==> config.mk <==
export PLATFORM = sky130hd
export DESIGN_NAME = ppc_port_ctrl
export DESIGN_NICKNAME = d
export VERILOG_FILES = /design/src/verilog/ppc_pkg.sv /design/src/verilog/ppc_led_blank.sv /design/src/verilog/ppc_link_resolve.sv /design/src/verilog/ppc_port_ctrl.sv
export SDC_FILE = /design/constraint.sdc
export NUM_CORES = 1
export LEC_CHECK = 0
export BUFFER_PORTS_ARGS = -buffer_cell sky130_fd_sc_hd__buf_2
export CORE_AREA = 2 2 66 68
export CTS_CLUSTER_DIAMETER = 30
export DETAILED_ROUTE_END_ITERATION = 10
export DIE_AREA = 0 0 68 70
export PLACE_DENSITY_LB_ADDON = 0.2
export SYNTH_ARGS = -nofsm -noshare
export SYNTH_HDL_FRONTEND = slang
export SYNTH_SLANG_ARGS = --single-unit
==> constraint.sdc <==
create_clock -name mclk -period 1.5 [get_ports mclk]
set_input_delay 0.225 -clock mclk [delete_from_list [all_inputs] [get_ports mclk]]
set_output_delay 0.225 -clock mclk [all_outputs]
set_load 0.01 [all_outputs]
==> src/verilog/ppc_pkg.sv <==
// constants for the port phy control register bank
package ppc_pkg;
	localparam int          ADDR_W      = 8;
	localparam int          DATA_W      = 16;
	// register byte offsets
	localparam logic [7:0]  ADDR_BASIC  = 8'he4;
	localparam logic [7:0]  ADDR_ADVERT = 8'hec;
	localparam logic [7:0]  ADDR_CTRL   = 8'hf6;
	// control register reset value
	localparam logic [15:0] CTRL_RESET  = 16'h00ff;
	// control register field positions
	localparam int          C_LED_OFF   = 15;
	localparam int          C_TX_DIS    = 14;
	localparam int          C_RESTART   = 13;
	localparam int          C_NO_AUTOX  = 10;
	localparam int          C_FORCE_X   = 9;
	localparam int          C_AN_EN     = 7;
	localparam int          C_SPEED     = 6;
	localparam int          C_DUPLEX    = 5;
	localparam int          C_PAUSE     = 4;
	localparam int          C_100F      = 3;
	localparam int          C_100H      = 2;
	localparam int          C_10F       = 1;
	localparam int          C_10H       = 0;
	// basic control view field positions
	localparam int          B_LED_OFF   = 0;
	localparam int          B_TX_DIS    = 1;
	localparam int          B_NO_AUTOX  = 3;
	localparam int          B_FORCE_X   = 4;
	localparam int          B_DUPLEX    = 8;
	localparam int          B_RESTART   = 9;
	localparam int          B_AN_EN     = 12;
	localparam int          B_SPEED     = 13;
	// advertisement view field positions
	localparam int          A_PAUSE     = 10;
	localparam int          A_100F      = 8;
	localparam int          A_100H      = 7;
	localparam int          A_10F       = 6;
	localparam int          A_10H       = 5;
	localparam logic [4:0]  A_SELECTOR  = 5'h01;
	localparam int          LED_N       = 4;
endpackage : ppc_pkg

==> src/verilog/ppc_led_blank.sv <==
// port led output stage with blanking
`timescale 1ns/100ps
module ppc_led_blank
	import ppc_pkg::*;
#(
	parameter int N = LED_N
) (
	input  wire logic         mclk,
	input  wire logic         rst_b,
	input  wire logic         blank,
	input  wire logic [N-1:0] led_in,
	output logic      [N-1:0] led_out
);
	// one flop per pin; blanking forces the pin high (led off)
	genvar gi;
	generate
		for (gi = 0; gi < N; gi++) begin : g_led
			always_ff @(posedge mclk or negedge rst_b) begin
				if (!rst_b)
					led_out[gi] <= 1'b1;
				else
					led_out[gi] <= blank | led_in[gi];
			end
		end
	endgenerate
endmodule : ppc_led_blank

==> src/verilog/ppc_link_resolve.sv <==
// resolves link speed, duplex and crossover from forcing and negotiation
`timescale 1ns/100ps
module ppc_link_resolve (
	input  wire logic mclk,
	input  wire logic rst_b,
	input  wire logic an_enable,
	input  wire logic an_failed,
	input  wire logic an_speed_100,
	input  wire logic an_full_duplex,
	input  wire logic force_speed_100,
	input  wire logic force_full,
	input  wire logic no_auto_x,
	input  wire logic force_x,
	output logic      speed_100,
	output logic      full_duplex,
	output logic      auto_x_en,
	output logic      mdix_forced
);
	// speed: negotiated result unless negotiation is off
	always_ff @(posedge mclk or negedge rst_b) begin
		if (!rst_b)
			speed_100 <= 1'b1;
		else
			speed_100 <= an_enable ? an_speed_100 : force_speed_100;
	end

	// duplex: a failed negotiation falls back to the forced duplex too
	always_ff @(posedge mclk or negedge rst_b) begin
		if (!rst_b)
			full_duplex <= 1'b1;
		else if (an_enable && !an_failed)
			full_duplex <= an_full_duplex;
		else
			full_duplex <= force_full;
	end

	// crossover: forcing only matters when auto detection is off
	always_ff @(posedge mclk or negedge rst_b) begin
		if (!rst_b) begin
			auto_x_en   <= 1'b1;
			mdix_forced <= 1'b0;
		end else begin
			auto_x_en   <= !no_auto_x;
			mdix_forced <= no_auto_x & force_x;
		end
	end
endmodule : ppc_link_resolve

==> src/verilog/ppc_port_ctrl.sv <==
// port phy control register with basic control and advertisement views
//
// The plain strobed port is this design's own decision.
`timescale 1ns/100ps
module ppc_port_ctrl
	import ppc_pkg::*;
(
	input  wire logic              mclk,
	input  wire logic              rst_b,
	input  wire logic [ADDR_W-1:0] addr,
	input  wire logic [DATA_W-1:0] wdata,
	input  wire logic              wr_stb,
	input  wire logic              rd_stb,
	output logic      [DATA_W-1:0] rdata,
	input  wire logic [LED_N-1:0]  led_status,
	input  wire logic              an_failed,
	input  wire logic              an_speed_100,
	input  wire logic              an_full_duplex,
	output logic                   port_led_out3,
	output logic                   port_led_out2,
	output logic                   port_led_out1,
	output logic                   port_led_out0,
	output logic                   tx_disable,
	output logic                   an_enable,
	output logic                   an_restart,
	output logic                   auto_x_en,
	output logic                   mdix_forced,
	output logic                   link_speed_100,
	output logic                   link_full_duplex,
	output logic                   adv_pause,
	output logic                   adv_100_full,
	output logic                   adv_100_half,
	output logic                   adv_10_full,
	output logic                   adv_10_half
);
	logic [DATA_W-1:0] ctrl_reg;
	logic [DATA_W-1:0] ctrl_next;
	logic [DATA_W-1:0] rdata_next;
	logic [LED_N-1:0]  led_vec;
	logic              restart_set;

	// basic control view built from the shared storage
	function automatic logic [15:0] basic_view(input logic [15:0] c);
		logic [15:0] v;
		v = 16'h0000;
		v[B_LED_OFF]  = c[C_LED_OFF];
		v[B_TX_DIS]   = c[C_TX_DIS];
		v[B_NO_AUTOX] = c[C_NO_AUTOX];
		v[B_FORCE_X]  = c[C_FORCE_X];
		v[B_DUPLEX]   = c[C_DUPLEX];
		v[B_RESTART]  = c[C_RESTART];
		v[B_AN_EN]    = c[C_AN_EN];
		v[B_SPEED]    = c[C_SPEED];
		return v;
	endfunction : basic_view

	// advertisement view built from the shared storage
	function automatic logic [15:0] advert_view(input logic [15:0] c);
		logic [15:0] v;
		v = 16'h0000;
		v[4:0]     = A_SELECTOR;
		v[A_PAUSE] = c[C_PAUSE];
		v[A_100F]  = c[C_100F];
		v[A_100H]  = c[C_100H];
		v[A_10F]   = c[C_10F];
		v[A_10H]   = c[C_10H];
		return v;
	endfunction : advert_view

	// next storage value for each write path; the views touch only
	// their aliased bits so the other bits keep their value
	always_comb begin
		ctrl_next = ctrl_reg;
		if (wr_stb) begin
			case (addr)
				ADDR_CTRL: begin
					ctrl_next = wdata;
				end
				ADDR_BASIC: begin
					ctrl_next[C_LED_OFF]  = wdata[B_LED_OFF];
					ctrl_next[C_TX_DIS]   = wdata[B_TX_DIS];
					ctrl_next[C_NO_AUTOX] = wdata[B_NO_AUTOX];
					ctrl_next[C_FORCE_X]  = wdata[B_FORCE_X];
					ctrl_next[C_DUPLEX]   = wdata[B_DUPLEX];
					ctrl_next[C_RESTART]  = wdata[B_RESTART];
					ctrl_next[C_AN_EN]    = wdata[B_AN_EN];
					ctrl_next[C_SPEED]    = wdata[B_SPEED];
				end
				ADDR_ADVERT: begin
					ctrl_next[C_PAUSE] = wdata[A_PAUSE];
					ctrl_next[C_100F]  = wdata[A_100F];
					ctrl_next[C_100H]  = wdata[A_100H];
					ctrl_next[C_10F]   = wdata[A_10F];
					ctrl_next[C_10H]   = wdata[A_10H];
				end
				default: begin
					ctrl_next = ctrl_reg;
				end
			endcase
		end
	end

	// single storage word; both views alias into it
	always_ff @(posedge mclk or negedge rst_b) begin
		if (!rst_b)
			ctrl_reg <= CTRL_RESET;
		else
			ctrl_reg <= ctrl_next;
	end

	// read mux; unmapped offsets read as zero
	always_comb begin
		rdata_next = 16'h0000;
		if (rd_stb) begin
			case (addr)
				ADDR_CTRL:   rdata_next = ctrl_reg;
				ADDR_BASIC:  rdata_next = basic_view(ctrl_reg);
				ADDR_ADVERT: rdata_next = advert_view(ctrl_reg);
				default:     rdata_next = 16'h0000;
			endcase
		end
	end

	// read data valid only in the cycle after the strobe
	always_ff @(posedge mclk or negedge rst_b) begin
		if (!rst_b)
			rdata <= 16'h0000;
		else
			rdata <= rdata_next;
	end

	// restart fires on a fresh one written through either view;
	// the stored bit is not self-clearing, so rewriting one retriggers
	assign restart_set = !ctrl_reg[C_RESTART] & ctrl_next[C_RESTART] |
		(wr_stb & (addr == ADDR_CTRL) & wdata[C_RESTART]) |
		(wr_stb & (addr == ADDR_BASIC) & wdata[B_RESTART]);

	always_ff @(posedge mclk or negedge rst_b) begin
		if (!rst_b)
			an_restart <= 1'b0;
		else
			an_restart <= restart_set;
	end

	// transmitter and negotiation enables
	always_ff @(posedge mclk or negedge rst_b) begin
		if (!rst_b) begin
			tx_disable <= 1'b0;
			an_enable  <= 1'b1;
		end else begin
			tx_disable <= ctrl_reg[C_TX_DIS];
			an_enable  <= ctrl_reg[C_AN_EN];
		end
	end

	// advertised abilities to the negotiation engine
	always_ff @(posedge mclk or negedge rst_b) begin
		if (!rst_b) begin
			adv_pause    <= 1'b1;
			adv_100_full <= 1'b1;
			adv_100_half <= 1'b1;
			adv_10_full  <= 1'b1;
			adv_10_half  <= 1'b1;
		end else begin
			adv_pause    <= ctrl_reg[C_PAUSE];
			adv_100_full <= ctrl_reg[C_100F];
			adv_100_half <= ctrl_reg[C_100H];
			adv_10_full  <= ctrl_reg[C_10F];
			adv_10_half  <= ctrl_reg[C_10H];
		end
	end

	// led stage; blanking wins over the status the leds would show
	ppc_led_blank #(
		.N (LED_N)
	) u_led (
		.mclk    (mclk),
		.rst_b   (rst_b),
		.blank   (ctrl_reg[C_LED_OFF]),
		.led_in  (led_status),
		.led_out (led_vec)
	);

	assign port_led_out3 = led_vec[3];
	assign port_led_out2 = led_vec[2];
	assign port_led_out1 = led_vec[1];
	assign port_led_out0 = led_vec[0];

	// speed, duplex and crossover resolution
	ppc_link_resolve u_link (
		.mclk            (mclk),
		.rst_b           (rst_b),
		.an_enable       (ctrl_reg[C_AN_EN]),
		.an_failed       (an_failed),
		.an_speed_100    (an_speed_100),
		.an_full_duplex  (an_full_duplex),
		.force_speed_100 (ctrl_reg[C_SPEED]),
		.force_full      (ctrl_reg[C_DUPLEX]),
		.no_auto_x       (ctrl_reg[C_NO_AUTOX]),
		.force_x         (ctrl_reg[C_FORCE_X]),
		.speed_100       (link_speed_100),
		.full_duplex     (link_full_duplex),
		.auto_x_en       (auto_x_en),
		.mdix_forced     (mdix_forced)
	);

	// blanking reaches all four pins one edge later and holds
	a_led_blank_high: assert property (@(posedge mclk) disable iff (!rst_b)
		ctrl_reg[C_LED_OFF] |=> (led_vec == 4'hf))
		else $error("led pins not high while blanked");

	// with blanking off the pins follow the status one edge later
	a_led_follow: assert property (@(posedge mclk) disable iff (!rst_b)
		!ctrl_reg[C_LED_OFF] |=> (led_vec == $past(led_status)))
		else $error("led pins do not follow status");

	// a control write of bit 14 shows at the transmitter two edges later
	a_tx_disable: assert property (@(posedge mclk) disable iff (!rst_b)
		(wr_stb && addr == ADDR_CTRL) |-> ##2
		(tx_disable == $past(wdata[C_TX_DIS], 2)))
		else $error("transmit disable does not follow write");

	// writing one to restart through the basic view pulses the engine
	a_restart_pulse: assert property (@(posedge mclk) disable iff (!rst_b)
		(wr_stb && addr == ADDR_BASIC && wdata[B_RESTART]) |=>
		(an_restart && ctrl_reg[C_RESTART]))
		else $error("restart pulse or stored bit missing");

	// crossover is forced only with auto detection off and bit 9 set
	a_mdix_force: assert property (@(posedge mclk) disable iff (!rst_b)
		##1 (mdix_forced == $past(ctrl_reg[C_NO_AUTOX] & ctrl_reg[C_FORCE_X]))
		&& (auto_x_en == !$past(ctrl_reg[C_NO_AUTOX])))
		else $error("crossover forcing wrong");

	// forced speed applies whenever negotiation is off
	a_forced_speed: assert property (@(posedge mclk) disable iff (!rst_b)
		(!ctrl_reg[C_AN_EN] && !$past(ctrl_reg[C_AN_EN])) |=>
		(link_speed_100 == $past(ctrl_reg[C_SPEED])))
		else $error("forced speed not applied");

	// a failed negotiation falls back to the forced duplex
	a_duplex_fallback: assert property (@(posedge mclk) disable iff (!rst_b)
		(ctrl_reg[C_AN_EN] && an_failed) |=>
		(link_full_duplex == $past(ctrl_reg[C_DUPLEX])))
		else $error("duplex fallback not applied");

	// a write through the advert view lands in control bits 4 to 0
	a_advert_alias: assert property (@(posedge mclk) disable iff (!rst_b)
		(wr_stb && addr == ADDR_ADVERT) |=>
		(ctrl_reg[4:0] == {$past(wdata[A_PAUSE]), $past(wdata[A_100F]),
		$past(wdata[A_100H]), $past(wdata[A_10F]),
		$past(wdata[A_10H])}))
		else $error("advert view write not seen in control");

	// a control write is read back through the basic view with its bits moved to the basic view positions
	a_basic_alias: assert property (@(posedge mclk) disable iff (!rst_b)
		(wr_stb && addr == ADDR_CTRL) ##1 (rd_stb && addr == ADDR_BASIC) |=>
		(rdata == basic_view($past(wdata, 2))))
		else $error("basic view does not mirror control");

	// spare bits hold what was written and never reach the other views
	a_spare_bits: assert property (@(posedge mclk) disable iff (!rst_b)
		(wr_stb && addr == ADDR_CTRL) |=>
		(ctrl_reg[12:11] == $past(wdata[12:11]))
		&& (ctrl_reg[8] == $past(wdata[8])))
		else $error("spare bits not stored");

	// advert view bit 8 reads the 100 full ability
	a_adv_100_full: assert property (@(posedge mclk) disable iff (!rst_b)
		(rd_stb && addr == ADDR_ADVERT) |=>
		(rdata[A_100F] == $past(ctrl_reg[C_100F]))
		&& (rdata[4:0] == A_SELECTOR))
		else $error("advert view 100 full bit wrong");

	// pause and ability outputs follow storage one edge later
	a_adv_outputs: assert property (@(posedge mclk) disable iff (!rst_b)
		##1 ({adv_pause, adv_100_full, adv_100_half, adv_10_full,
		adv_10_half} == $past(ctrl_reg[4:0])))
		else $error("advertised abilities wrong");

	// read data stand only in the cycle after the strobe
	a_read_once: assert property (@(posedge mclk) disable iff (!rst_b)
		(!rd_stb) |=> (rdata == 16'h0000))
		else $error("read data outside read cycle");

	// negotiation enable follows bit 12 written through the basic view
	a_an_enable: assert property (@(posedge mclk) disable iff (!rst_b)
		(wr_stb && addr == ADDR_BASIC) |-> ##2
		(an_enable == $past(wdata[B_AN_EN], 2)))
		else $error("negotiation enable not from basic view");

	// automatic crossover enable is the inverse of bit 10 after a control write
	a_auto_x: assert property (@(posedge mclk) disable iff (!rst_b)
		(wr_stb && addr == ADDR_CTRL) |-> ##2
		(auto_x_en == !$past(wdata[C_NO_AUTOX], 2)))
		else $error("auto crossover enable wrong");

	// after reset the transmitter runs and no restart is pending
	a_reset_state: assert property (@(posedge mclk) disable iff (!rst_b)
		$rose(rst_b) |-> (ctrl_reg == CTRL_RESET))
		else $error("control not at reset value");

	// no restart pulse unless a control or basic view write happened
	a_restart_quiet: assert property (@(posedge mclk) disable iff (!rst_b)
		!(wr_stb && (addr == ADDR_CTRL || addr == ADDR_BASIC)) |=>
		!an_restart)
		else $error("restart pulse without a write");

	// a one written to restart through the control view pulses too
	a_restart_ctrl: assert property (@(posedge mclk) disable iff (!rst_b)
		(wr_stb && addr == ADDR_CTRL && wdata[C_RESTART]) |=>
		an_restart)
		else $error("restart pulse missing after control write");

	// blanking written through the control view reaches all four pins
	a_led_off_write: assert property (@(posedge mclk) disable iff (!rst_b)
		(wr_stb && addr == ADDR_CTRL && wdata[C_LED_OFF]) |-> ##2
		(led_vec == 4'hf))
		else $error("led pins not blanked after write");

	// transmit disable written through the basic view
	a_tx_basic: assert property (@(posedge mclk) disable iff (!rst_b)
		(wr_stb && addr == ADDR_BASIC) |-> ##2
		(tx_disable == $past(wdata[B_TX_DIS], 2)))
		else $error("transmit disable not from basic view");

	// with negotiation on the negotiated speed is used
	a_speed_negotiated: assert property (@(posedge mclk) disable iff (!rst_b)
		ctrl_reg[C_AN_EN] |=>
		(link_speed_100 == $past(an_speed_100)))
		else $error("negotiated speed not used");

	// a good negotiation sets the duplex
	a_duplex_negotiated: assert property (@(posedge mclk) disable iff (!rst_b)
		(ctrl_reg[C_AN_EN] && !an_failed) |=>
		(link_full_duplex == $past(an_full_duplex)))
		else $error("negotiated duplex not used");

	// with negotiation off the forced duplex applies
	a_forced_duplex: assert property (@(posedge mclk) disable iff (!rst_b)
		!ctrl_reg[C_AN_EN] |=>
		(link_full_duplex == $past(ctrl_reg[C_DUPLEX])))
		else $error("forced duplex not applied");

	// basic view bits without a control alias read as zero
	a_basic_hidden: assert property (@(posedge mclk) disable iff (!rst_b)
		(rd_stb && addr == ADDR_BASIC) |=>
		((rdata & 16'hcce4) == 16'h0000))
		else $error("unmapped basic view bits not zero");

	// advert view bits above the selector without a control alias read as zero
	a_advert_hidden: assert property (@(posedge mclk) disable iff (!rst_b)
		(rd_stb && addr == ADDR_ADVERT) |=>
		((rdata & 16'hfa00) == 16'h0000))
		else $error("unmapped advert view bits not zero");

	// storage only moves on a write, so spare bits hold their value
	a_store_hold: assert property (@(posedge mclk) disable iff (!rst_b)
		!wr_stb |=> $stable(ctrl_reg))
		else $error("storage changed without a write");

	// a basic view write leaves spare and ability bits alone
	a_basic_keeps: assert property (@(posedge mclk) disable iff (!rst_b)
		(wr_stb && addr == ADDR_BASIC) |=>
		(ctrl_reg[12:11] == $past(ctrl_reg[12:11]))
		&& (ctrl_reg[8] == $past(ctrl_reg[8]))
		&& (ctrl_reg[4:0] == $past(ctrl_reg[4:0])))
		else $error("basic view write touched other bits");
endmodule : ppc_port_ctrl

# Yosys cells after proc, flatten, opt, wreduce, memory -nomap -nowiden
# Cells that the tools add are included.
dict set report op_classes {
  bitwise_logic 12
  eq_ne 3
  mux 11
  reduce_logical 9
}
# operator count
set op_table {}
lappend op_table {{$pmux 16 s3} 1}
lappend op_table {{$eq 8x8->1 const B} 3}
lappend op_table {{$mux 16} 1}
lappend op_table {{$mux 14} 1}
lappend op_table {{$pmux 3 s2} 2}
lappend op_table {{$pmux 5 s2} 1}
lappend op_table {{$and 1x1->1} 6}
lappend op_table {{$or 1x1->1} 6}
lappend op_table {{$reduce_and 2->1} 3}
lappend op_table {{$pmux 2 s2} 1}
lappend op_table {{$reduce_bool 2->1} 2}
lappend op_table {{$logic_not 1->1} 3}
lappend op_table {{$mux 1} 3}
lappend op_table {{$mux 2} 1}
lappend op_table {{$logic_and 1x1->1} 1}
dict set report totals {
  input_bits 35
  reg_bits 48
  output_inout_bits 32
}

# Depth between registers and ports, before layout
# Gate-level depths: netlist of the first run.
dict set report depth {
  ltp_word 6
  depth_mapped 5
  depth_no_buf 4
}

# By module
# Synthesis of the first run repeated with hierarchy kept, for this count alone.
dict set report unflattened {
  hier_cells 171
  hier_area_um2 2082.0
}
# module seq_area_each_um2 instances cells_per_inst area_each_um2
set by_module_without_submodules {}
lappend by_module_without_submodules {ppc_port_ctrl 1018.5 1 154 1805.5}
lappend by_module_without_submodules {ppc_link_resolve 103.8 1 9 146.4}
lappend by_module_without_submodules {ppc_led_blank 105.1 1 8 130.1}

# Worst setup path after synthesis of the first run
# No wires, ideal clock.
dict set report synth_path {
  kind {input port to flip-flop}
  startpoint {input addr[3]}
  endpoint {register ctrl_reg[10]}
  setup_time_ns 0.140
  t_arrival_ns 1.115
  slack_ns 0.245
  cell_stages 5
  t_required_ns 1.360
  cell_sequence {nand4bb_4 or2_4 buf_2 o22ai_1 a22oi_1}
}
dict set report synth_via {
  elab_chain_len 3
  word_cells_on_any_way 5
  classes_between {eq/ne (2); mux (1); reduce/logical (2)}
}
# element line_no
set synth_lines {}
lappend synth_lines {{from (decl)} ppc_port_ctrl.sv:10} ;# input wire logic [ADDR_W-1:0] addr,
lappend synth_lines {{$eq 8x8->1} ppc_port_ctrl.sv:75} ;# case (addr)
lappend synth_lines {{$reduce_bool 2->1 (no line)} --}
lappend synth_lines {{$reduce_and 2->1 (no line)} --}
lappend synth_lines {{to (signal assigned)} ppc_port_ctrl.sv:108} ;# ctrl_reg <= ctrl_next;
lappend synth_lines {{to (decl)} ppc_port_ctrl.sv:36} ;# logic [DATA_W-1:0] ctrl_reg;
# Several ways; a longest one is shown, not always the timed one.
# A chain may end at the register's enable or synchronous reset.

# Final worst setup path of the first run
dict set report layout_path {
  startpoint {register u_link.auto_x_en}
  endpoint {output auto_x_en}
}
# element line_no
set layout_rtl {}
lappend layout_rtl {{from (decl)} ppc_link_resolve.sv:16} ;# output logic auto_x_en,
lappend layout_rtl {{from (signal assigned)} ppc_link_resolve.sv:43} ;# auto_x_en <= !no_auto_x;
lappend layout_rtl {{to (decl)} ppc_port_ctrl.sv:26} ;# output logic auto_x_en,
# No word-level cell between the ends.

==> run summary, run 1 <==
status - completed
dominant cell type by area after synthesis - dfrtp_1
vias in the first global route - 1,431
Tot Pwr - 2.71 mW
main combinational cell family by area after synthesis - compound AO/OA/AOI/OAI gates
Max Fanout on Critical Path - 1
adder-cell share of the synthesized area - 0%
Pins Over Slew Limit - 0
Boundary Pins - 67
WL final - 4260 um
first-pass GRT wire length - 6830 um
post-synthesis compound-gate area fraction - 17.1%
final worst slack - 326 ps
Max rail drop VDD - 0.518 mV
clk buf depth - 2
top post-synthesis cells by area - dfrtp_1 (35%), dfstp_2 (29%), a22oi_1 (5.5%)
Rel. slew slack - 76.3%
Post-CTS Setup Bufs - 0
Leak - 1.16 nW
H-tree depth - 2
CP required - 1270 ps
share of cells above drive strength 1 - 54.8%
WS Path Type - reg2out
Die Y - 70 um
Distinct cells, synth - 28
register bit total from synthesis - 48
Die ar. - 4760 sq um
share of Yosys cell area claimed by the top area cell type - 35.1%
critical path cell sequence - buf_2
Critical Path Slowest Stage Cell - dfstp_2
Worst Hold Class - in2reg
max cap viols - 0
core area - 4140 sq um
cells after synthesis - 138
IO buf count - 66
CTS buffer count - 5
gr usage total - 19.5%
Tmin final - 1170 ps
hpwl dp - 3160 um
Synth Area in Simple Gates - 13.1%
Synthesis Warnings - 0
clock latency at the later pin of the worst-skew pair - 300 ps
crit-path max cell delay - 530 ps
xor and xnor area share after synthesis - 0%
slew of the pin with the lowest slew margin - 353 ps
pin count of the biggest net entering global routing - 49
Setup TNS Final - 0 ps
WL/cell - 16.3 um
Num Clock Sinks - 48
Seq/Total Area, Yosys - 63.7%
clock transition at the registers of the reported paths - 80 ps
CP endpoint kind - output pin
via count - 1,369
Setup crit start kind - flip-flop
initial drt markers - 67
number of hold violations in the final report - 0
drt drc - 0
Pwr Density - 1110 nW/um^2
Mapped Area - 1930 sq um
starting density of the core - 46.5%
mux contribution to synthesized area - 2.92%
DR vias/cell - 5.23
1st-pass router iterations - 4
Avg Cell Area, Syn - 14.0 sq um
RSZ-0062 raised after global routing - false
antenna violations before repair - 0
Area Overhead vs Synth - 26.5%
delay-heaviest family, CP - flip-flops
Final nets - 244
global route total overflow - 0
CTS tree - built
post-route ant nets - 0
hold buffers post-CTS - 1
Critical Path AT - 950 ps
CTS root buf - clkbuf_8
CP bufs+invs - 1
Syn Nets - 173
cts repair resizes - 0
FMAX - 852 MHz
GPL Wtd Cong - 0.801
Clock Skew - 3.12 ps
FP Rows - 24
die width - 68 um
Final setup violation count - 0
pre-CTS setup slack - 50.6 ps
period utilization - 78.3%
ant diodes - 0
[layer usage]
metal	track usage, %	share of wire, %
met5	0	0
met2	30.3	49
met4	7.56	1.6
met1	25.9	43
met3	4.83	6.3
[cell usage in the layout (no fill, tap or decap), types with 5 or more instances in the layout]
| master | n |
|---|---|
| dfstp_2 | 21 |
| mux2_2 | 5 |
| a2bb2oi_1 | 9 |
| clkbuf_8 | 5 |
| a22oi_1 | 14 |
| dfrtp_1 | 27 |
| o22ai_1 | 10 |
| nor2b_1 | 13 |
| buf_2 | 66 |
[path summary, 6_finish.rpt]
| path | start | to | slack, ps | depth (start not counted) |
|---|---|---|---|---|
| max reg2reg | ctrl_reg[7] | u_link.full_duplex | 360 | 2 |
| max | u_link.auto_x_en | auto_x_en | 330 | 1 |
| min | led_status[3] | u_led.led_out[3] | 120 | 2 |
| max in group asynchronous | rst_b | u_link.auto_x_en | 800 | 3 |
| min in group asynchronous | rst_b | rdata[13] | 430 | 3 |
| min reg2reg | ctrl_reg[4] | adv_pause | 400 | 0 |
[Yosys cell counts (all sizes together)]
master / number
o22ai: 10
clkbuf: 2
o2bb2ai: 3
a2bb2oi: 9
a22oi: 14
dfrtp: 27
and3: 4
nand2: 1
inv: 2
buf: 6
nand4b: 1
nand4bb: 2
a222oi: 1
o21ai: 1
nor2: 4
nor2b: 13
a221oi: 1
a21oi: 2
and2: 1
or2: 7
nand4: 1
dfstp: 21
mux2: 5
[metrics by stage]
| stage | instances | instance area, sq um | hold WS (ps) | utilization, % |
|---|---|---|---|---|
| CTS | 262 | 2440 | 119 | 58.8 |
| finish | 262 | 2440 | 121 | 58.8 |
| global route | 262 | 2440 | 107 | 58.8 |
| detailed placement | 253 | 2320 | 222 | 55.9 |
| global placement | 253 | 2320 | 219 | 55.9 |
| floorplan | 138 | 1930 | -70.6 | - |
[layout make-up]
class	instances	area, sq um
clock buffers	6	72.6
repair buffers	72	390
fillers	358	1710
flip-flops and latches	48	1230
well taps	52	65.1
inverters	2	7.51
multi-input cells	80	638
clock inverters	2	35.0
[power breakdown]
group | leakage, nW | internal, mW | switching (mW)
registers | 0.588 | 1.45 | 0.0762
clock network | 0.0552 | 0.494 | 0.406
logic | 0.517 | 0.145 | 0.137
[logic make-up (layout without fill, tap and decap cells)]
kind of cell | count (synthesis) | count (layout)
DFF | 48 | 48
AOI/OAI and AO/OA | 41 | 41
and+or+nand+nor | 34 | 34
buffers and inverters | 10 | 82
muxes | 5 | 5
(Power assumes the default switching activity.)
==> run 2, diff against run 1 <==
Clock period 1.5 ns to 1.2 ns, I/O delays scaled along.
==> run 2 against run 1 <==
Effect of this change:
- clock power rose by 28%
- largest cell class unchanged
- global-route usage rose by 0.53 points
- via count rose by 5.4%
- sequential share of layout area fell by 0.39 points
==> run summary, run 2 (synthesis gave the netlist of run 1 again) <==
clock latency at the later pin of the worst-skew pair - 300 ps (about the same)
Critical Path Slowest Stage Cell - dfstp_2
global route total overflow - 0 (unchanged)
share of cells above drive strength 1 - 55.7% (+0.90 points)
Critical path origin - an_enable
clock transition at the registers of the reported paths - 90 ps (about the same)
CP endpoint kind - output pin
period utilization - 93.5%
placed insts - 255 (+0.79%)
Tmin final - 1120 ps
most common cell after layout, fill and taps aside - buf_2
FP Rows - 24 (unchanged)
final worst slack - 78.5 ps (-248 ps)
Die Y - 70 um (unchanged)
CP required - 1020 ps (-250 ps)
RSZ-0062 raised after global routing - false
detailed-routed wire length on met2 - 2170 um (+3.2%)
slew of the pin with the lowest slew margin - 528 ps (+175 ps)
Pwr Density - 1390 nW/um^2 (+25%)
Pins Over Slew Limit - 0 (unchanged)
Hold Slack - 65.5 ps (-55.7 ps)
DR vias/cell - 5.47 (+4.6%)
status - completed
core area - 4140 sq um (unchanged)
crit-path max cell delay - 520 ps (about the same)
delay-heaviest family, CP - flip-flops
clk buf depth - 2 (unchanged)
vias in the first global route - 1,456 (+1.7%)
routed length on met3 - 325 um (+21%)
Tot Pwr - 3.42 mW (+26%)
Clock Skew - 4.11 ps (+0.989 ps)
post-route ant nets - 0 (unchanged)
number of hold violations in the final report - 0 (unchanged)
first-pass GRT wire length - 6990 um (+2.3%)
Setup crit start kind - flip-flop
H-tree depth - 2 (unchanged)
Final setup violation count - 0 (unchanged)
gr usage total - 20.0% (+0.53 points)
WL/cell - 16.6 um (+1.9%)
Layout fillers - 359 (+0.28%)
Post-CTS Setup Bufs - 0 (unchanged)
WL final - 4380 um (+2.7%)
Setup TNS Final - 0 ps (unchanged)
WS Path Type - reg2out
critical path cell sequence - buf_2
GPL Wtd Cong - 0.795 (-0.82%)
Boundary Pins - 67 (unchanged)
Worst Hold Class - in2reg
Max rail drop VDD - 0.592 mV (+14%)
Area Overhead vs Synth - 27.5%
IO buf count - 66 (unchanged)
CTS tree - built
Final nets - 246 (+0.82%)
Critical Path AT - 940 ps (about the same)
launch point of the worst hold path - led_status[0]
antenna violations before repair - 0 (unchanged)
ant diodes - 0 (unchanged)
max cap viols - 0 (unchanged)
CTS root buf - clkbuf_8
initial drt markers - 85 (+27%)
FMAX - 892 MHz
drt drc - 0 (unchanged)
pre-CTS setup slack - -166 ps (-216 ps)
r2r startpoint - ctrl_reg[7]
pin count of the biggest net entering global routing - 49 (unchanged)
die width - 68 um (unchanged)
DRT met1 WL - 1780 um (-2.0%)
CTS buffer count - 5 (unchanged)
Die ar. - 4760 sq um (unchanged)
Rel. slew slack - 64.7% (-12 points)
Leak - 1.17 nW (+0.66%)
Num Clock Sinks - 48 (unchanged)
DR top layer - met4
starting density of the core - 46.5% (unchanged)
Max Fanout on Critical Path - 1 (unchanged)
non-filler cells in the finished layout - 264 (+0.76%)
CP bufs+invs - 1 (unchanged)
via count - 1,443 (+5.4%)
most frequent cells in the layout - buf_2 (66), dfrtp_1 (27), dfstp_2 (21)
1st-pass router iterations - 4 (unchanged)
hpwl dp - 3180 um (+0.73%)
[run 2: cell count changes in the layout (fill, tap and decap cells not counted)]
cell / delta
buf_4: +2
clkinvlp_4: +1
clkbuf_1: -1
[run 2: layer usage]
metal / vias up / track usage, %
met3: 9 / 5.96
met1: 709 / 25.5
met4: 0 / 9.11
met5: - / 0
li1: 653 / -
met2: 72 / 31.0
[run 2: what timing repair did]
action                    4_1_cts  5_1_grt
hold endpoints to repair       27        0
gates resized for setup         0        0
hold buffers                    1        0
[run 2: cell type report]
type / count / area [sq um] / share of cell area [%]
multi-input combinational: 80 / 638 / 26.0
inverter: 2 / 7.51 / 0.306
sequential: 48 / 1230 / 50.0
timing repair buffer: 74 / 405 / 16.5
tap: 52 / 65.1 / 2.65
clock buffer: 5 / 68.8 / 2.80
clock inverter: 3 / 42.5 / 1.73
[run 2: path summary, 6_finish.rpt]
kind                                 endpoint  slack, ps  depth (start not counted)
setup / recovery                    an_enable         80                          1
hold / removal               u_led.led_out[0]         70                          2
setup reg to reg           u_link.full_duplex        130                          2
hold reg to reg                   adv_10_half        390                          0
max in group asynchronous    u_led.led_out[0]        540                          3
min in group asynchronous           rdata[10]        380                          3
[run 2: power by group]
part           internal, mW  switching, mW  total [mW]
logic                 0.190          0.182       0.372
registers              1.81         0.0875        1.90
clock network         0.616          0.534        1.15
total                  2.62          0.803        3.42
[run 2: stage by stage]
| stage | util [%] | cell area [sq um] |
|---|---|---|
| 6_report | 59.2 | 2450 |
| 5_1_grt | 59.2 | 2450 |
| 4_1_cts | 59.2 | 2450 |
| 3_5_place_dp | 56.3 | 2330 |
| 3_3_place_gp | 56.3 | 2330 |
| 2_1_floorplan | - | 1930 |
==> run 3, diff against run 2 <==
Settings changed: CORE_AREA 2 2 66 68 to 2 2 68 70, DIE_AREA 0 0 68 70 to 0 0 70 72, SYNTH_HIERARCHICAL from default to 1.
==> run 3 against run 2 <==
Effect of this change:
- clock skew barely moved
- synthesized area is 8.1% higher
- non-clock buffer count increased by 20
- sequential cell count is the same
- core utilization increased by 5.1 points
- worst hold slack hardly changed
- sequential share of layout area fell by 5.2 points
- maximum frequency about the same
- largest power group unchanged
- die area rose by 5.9%
- design area rose by 12%
==> run summary, run 3 <==
status - completed
RSZ-0062 raised after global routing - false
Distinct cells, synth - 39 (+39%)
Seq/Total Area, Yosys - 59.0% (-4.8 points)
share of cells above drive strength 1 - 51.9% (-3.8 points)
cts repair resizes - 0 (unchanged)
Tmin final - 1120 ps (-0.0711 ps)
delay-heaviest family, CP - flip-flops
r2r startpoint - ctrl_reg[7]
Max rail drop VDD - 0.435 mV (-27%)
vias in the first global route - 1,511 (+3.8%)
drt drc - 0 (unchanged)
Area Overhead vs Synth - 31.7%
hpwl dp - 3610 um (+13%)
cells after synthesis - 171 (+24%)
Die ar. - 5040 sq um (+5.9%)
WL/cell - 14.3 um (-13%)
CTS root buf - clkbuf_8
max cap viols - 0 (unchanged)
DR vias/cell - 5.22 (-4.5%)
Hold Crit Depth - 2 (unchanged)
Leak - 1.32 nW (+13%)
dominant cell type by area after synthesis - dfrtp_1
Main synth FF type - dfrtp_1
launch point of the worst hold path - led_status[3]
final core utilization - 64.3% (+5.1 points)
period utilization - 93.5% (about the same)
pin count of the biggest net entering global routing - 36 (-27%)
clock transition at the registers of the reported paths - 80 ps (about the same)
CP endpoint kind - output pin
number of hold violations in the final report - 0 (unchanged)
H-tree depth - 2 (unchanged)
post-route ant nets - 0 (unchanged)
CP bufs+invs - 1 (unchanged)
Post-CTS Setup Bufs - 0 (unchanged)
CP required - 1020 ps (about the same)
asr flop ratio synth - 100% (unchanged)
1st-pass router iterations - 5 (+1)
starting density of the core - 48.8% (+2.4 points)
count leader, synth - dfrtp_1
GPL Wtd Cong - 0.874 (+10%)
Worst Hold Class - in2reg
Critical R2R Capture - u_link/full_duplex
WS Path Type - reg2out
ant diodes - 0 (unchanged)
clock latency at the later pin of the worst-skew pair - 300 ps (about the same)
initial drt markers - 144 (+69%)
Hold Slack - 65.8 ps (+0.264 ps)
Tot Pwr - 3.04 mW (-11%)
Post-synth EDFFs - 0 (unchanged)
Pwr Density - 1110 nW/um^2 (-21%)
slew of the pin with the lowest slew margin - 497 ps (-31.6 ps)
global route total overflow - 0 (unchanged)
gr usage total - 19.3% (-0.73 points)
Syn Nets - 206 (+19%)
Avg Cell Area, Syn - 12.2 sq um (-13%)
FP Rows - 24 (unchanged)
Clock Skew - 4.54 ps (+0.434 ps)
final worst slack - 78.5 ps (+0.0711 ps)
Final nets - 302 (+23%)
Pins Over Slew Limit - 0 (unchanged)
Mapped Area - 2080 sq um (+8.1%)
Num Clock Sinks - 48 (unchanged)
CTS tree - built
IO buf count - 66 (unchanged)
stages on the worst setup path - 1 (unchanged)
register bit total from synthesis - 48 (unchanged)
Critical Path Slowest Stage Cell - dfstp_2
Die Y - 72 um (+2.9%)
Rel. slew slack - 66.7% (+2.1 points)
flop2flop setup slack - 170 ps (+40 ps)
via count - 1,670 (+16%)
FF-to-FF path depth - 2 (unchanged)
Synthesis Warnings - 6 (+6)
Final setup violation count - 0 (unchanged)
crit-path max cell delay - 530 ps (about the same)
WL final - 4590 um (+4.9%)
antenna violations before repair - 0 (unchanged)
core area - 4260 sq um (+2.9%)
clock share of power - 29.6% (-4.0 points)
most frequent cells in the layout - buf_2 (66), dfrtp_1 (27), buf_4 (26)
clk buf depth - 2 (unchanged)
most common cell after layout, fill and taps aside - buf_2
Logic pwr share - 12.2% (+1.3 points)
non-filler cells in the finished layout - 320 (+21%)
register share of total power - 58.2% (+2.7 points)
NetSw - 724 uW (-9.8%)
Sw Ratio - 23.8% (+0.36 points)
pre-CTS setup slack - -82.7 ps (+83.2 ps)
Critical Path AT - 940 ps (about the same)
FMAX - 892 MHz (about the same)
critical path cell sequence - buf_2
Setup crit start kind - flip-flop
Boundary Pins - 67 (unchanged)
Internal - 2.32 mW (-12%)
Max Fanout on Critical Path - 1 (unchanged)
share of Yosys cell area claimed by the top area cell type - 32.5% (-2.6 points)
CTS buffer count - 5 (unchanged)
first-pass GRT wire length - 7500 um (+7.3%)
placed insts - 311 (+22%)
top post-synthesis cells by count - dfrtp_1 (27), dfstp_2 (21), nand3_1 (16)
top post-synthesis cells by area - dfrtp_1 (32%), dfstp_2 (27%), a22oi_1 (4.0%)
die width - 70 um (+2.9%)
Hold EP - u_led/led_out[3]
==> run 3: layout make-up <==
cell class / instances / area [sq um]
Sequential cell: 48 / 1230
Inverter: 2 / 7.51
Clock inverter: 1 / 5.00
Tap cell: 52 / 65.1
Fill cell: 349 / 1520
Clock buffer: 7 / 76.3
Multi-Input combinational cell: 116 / 806
Timing Repair Buffer: 94 / 556
==> run 3: cell families after synthesis <==
| group | Yosys count | synth area share (%) |
|---|---|---|
| xor+xnor | 1 | 0.781 |
| mux | 6 | 3.97 |
| compound gates | 35 | 12.7 |
| flops | 48 | 59.0 |
| buf+inv | 7 | 2.34 |
| simple gates | 74 | 21.2 |
==> run 3: layer usage <==
layer / wire length (um) / GRT usage [%]
met5: 0 / 0
met3: 273 / 4.03
met2: 2140 / 29.4
met4: 80 / 7.69
met1: 2090 / 27.3
==> run 3: how the worst max path moves through the flow <==
stage | from | endpoint
CTS | adv_10_half | adv_10_half
finish | adv_10_half | adv_10_half
detailed placement | addr[5] | ctrl_reg[10]
global route | adv_100_half | adv_100_half
floorplan | addr[5] | ctrl_reg[13]
global placement | addr[5] | ctrl_reg[10]
==> run 3: power groups by stage <==
| stage | logic, mW | clock network, mW | registers (mW) |
|---|---|---|---|
| after CTS | 0.375 | 0.926 | 1.77 |
| after global placement | 0.366 | 0 | 1.80 |
| after detailed placement | 0.371 | 0 | 1.80 |
| final | 0.371 | 0.901 | 1.77 |
| after floorplan | 0.130 | 0 | 1.80 |
| after global routing | 0.405 | 1.00 | 1.78 |
==> run 3: per-stage QoR <==
stage / cell area [sq um] / TNS, ps
2_1_floorplan: 2080 / 0
3_3_place_gp: 2650 / -623
3_5_place_dp: 2650 / -1040
4_1_cts: 2740 / 0
5_1_grt: 2740 / 0
6_report: 2740 / 0
==> run 3: timing repair <==
| action | CTS | global route |
|---|---|---|
| endpoints found under the hold margin | 10 | 0 |
| endpoints found under the setup margin | 0 | 0 |
| hold buffers | 1 | 0 |
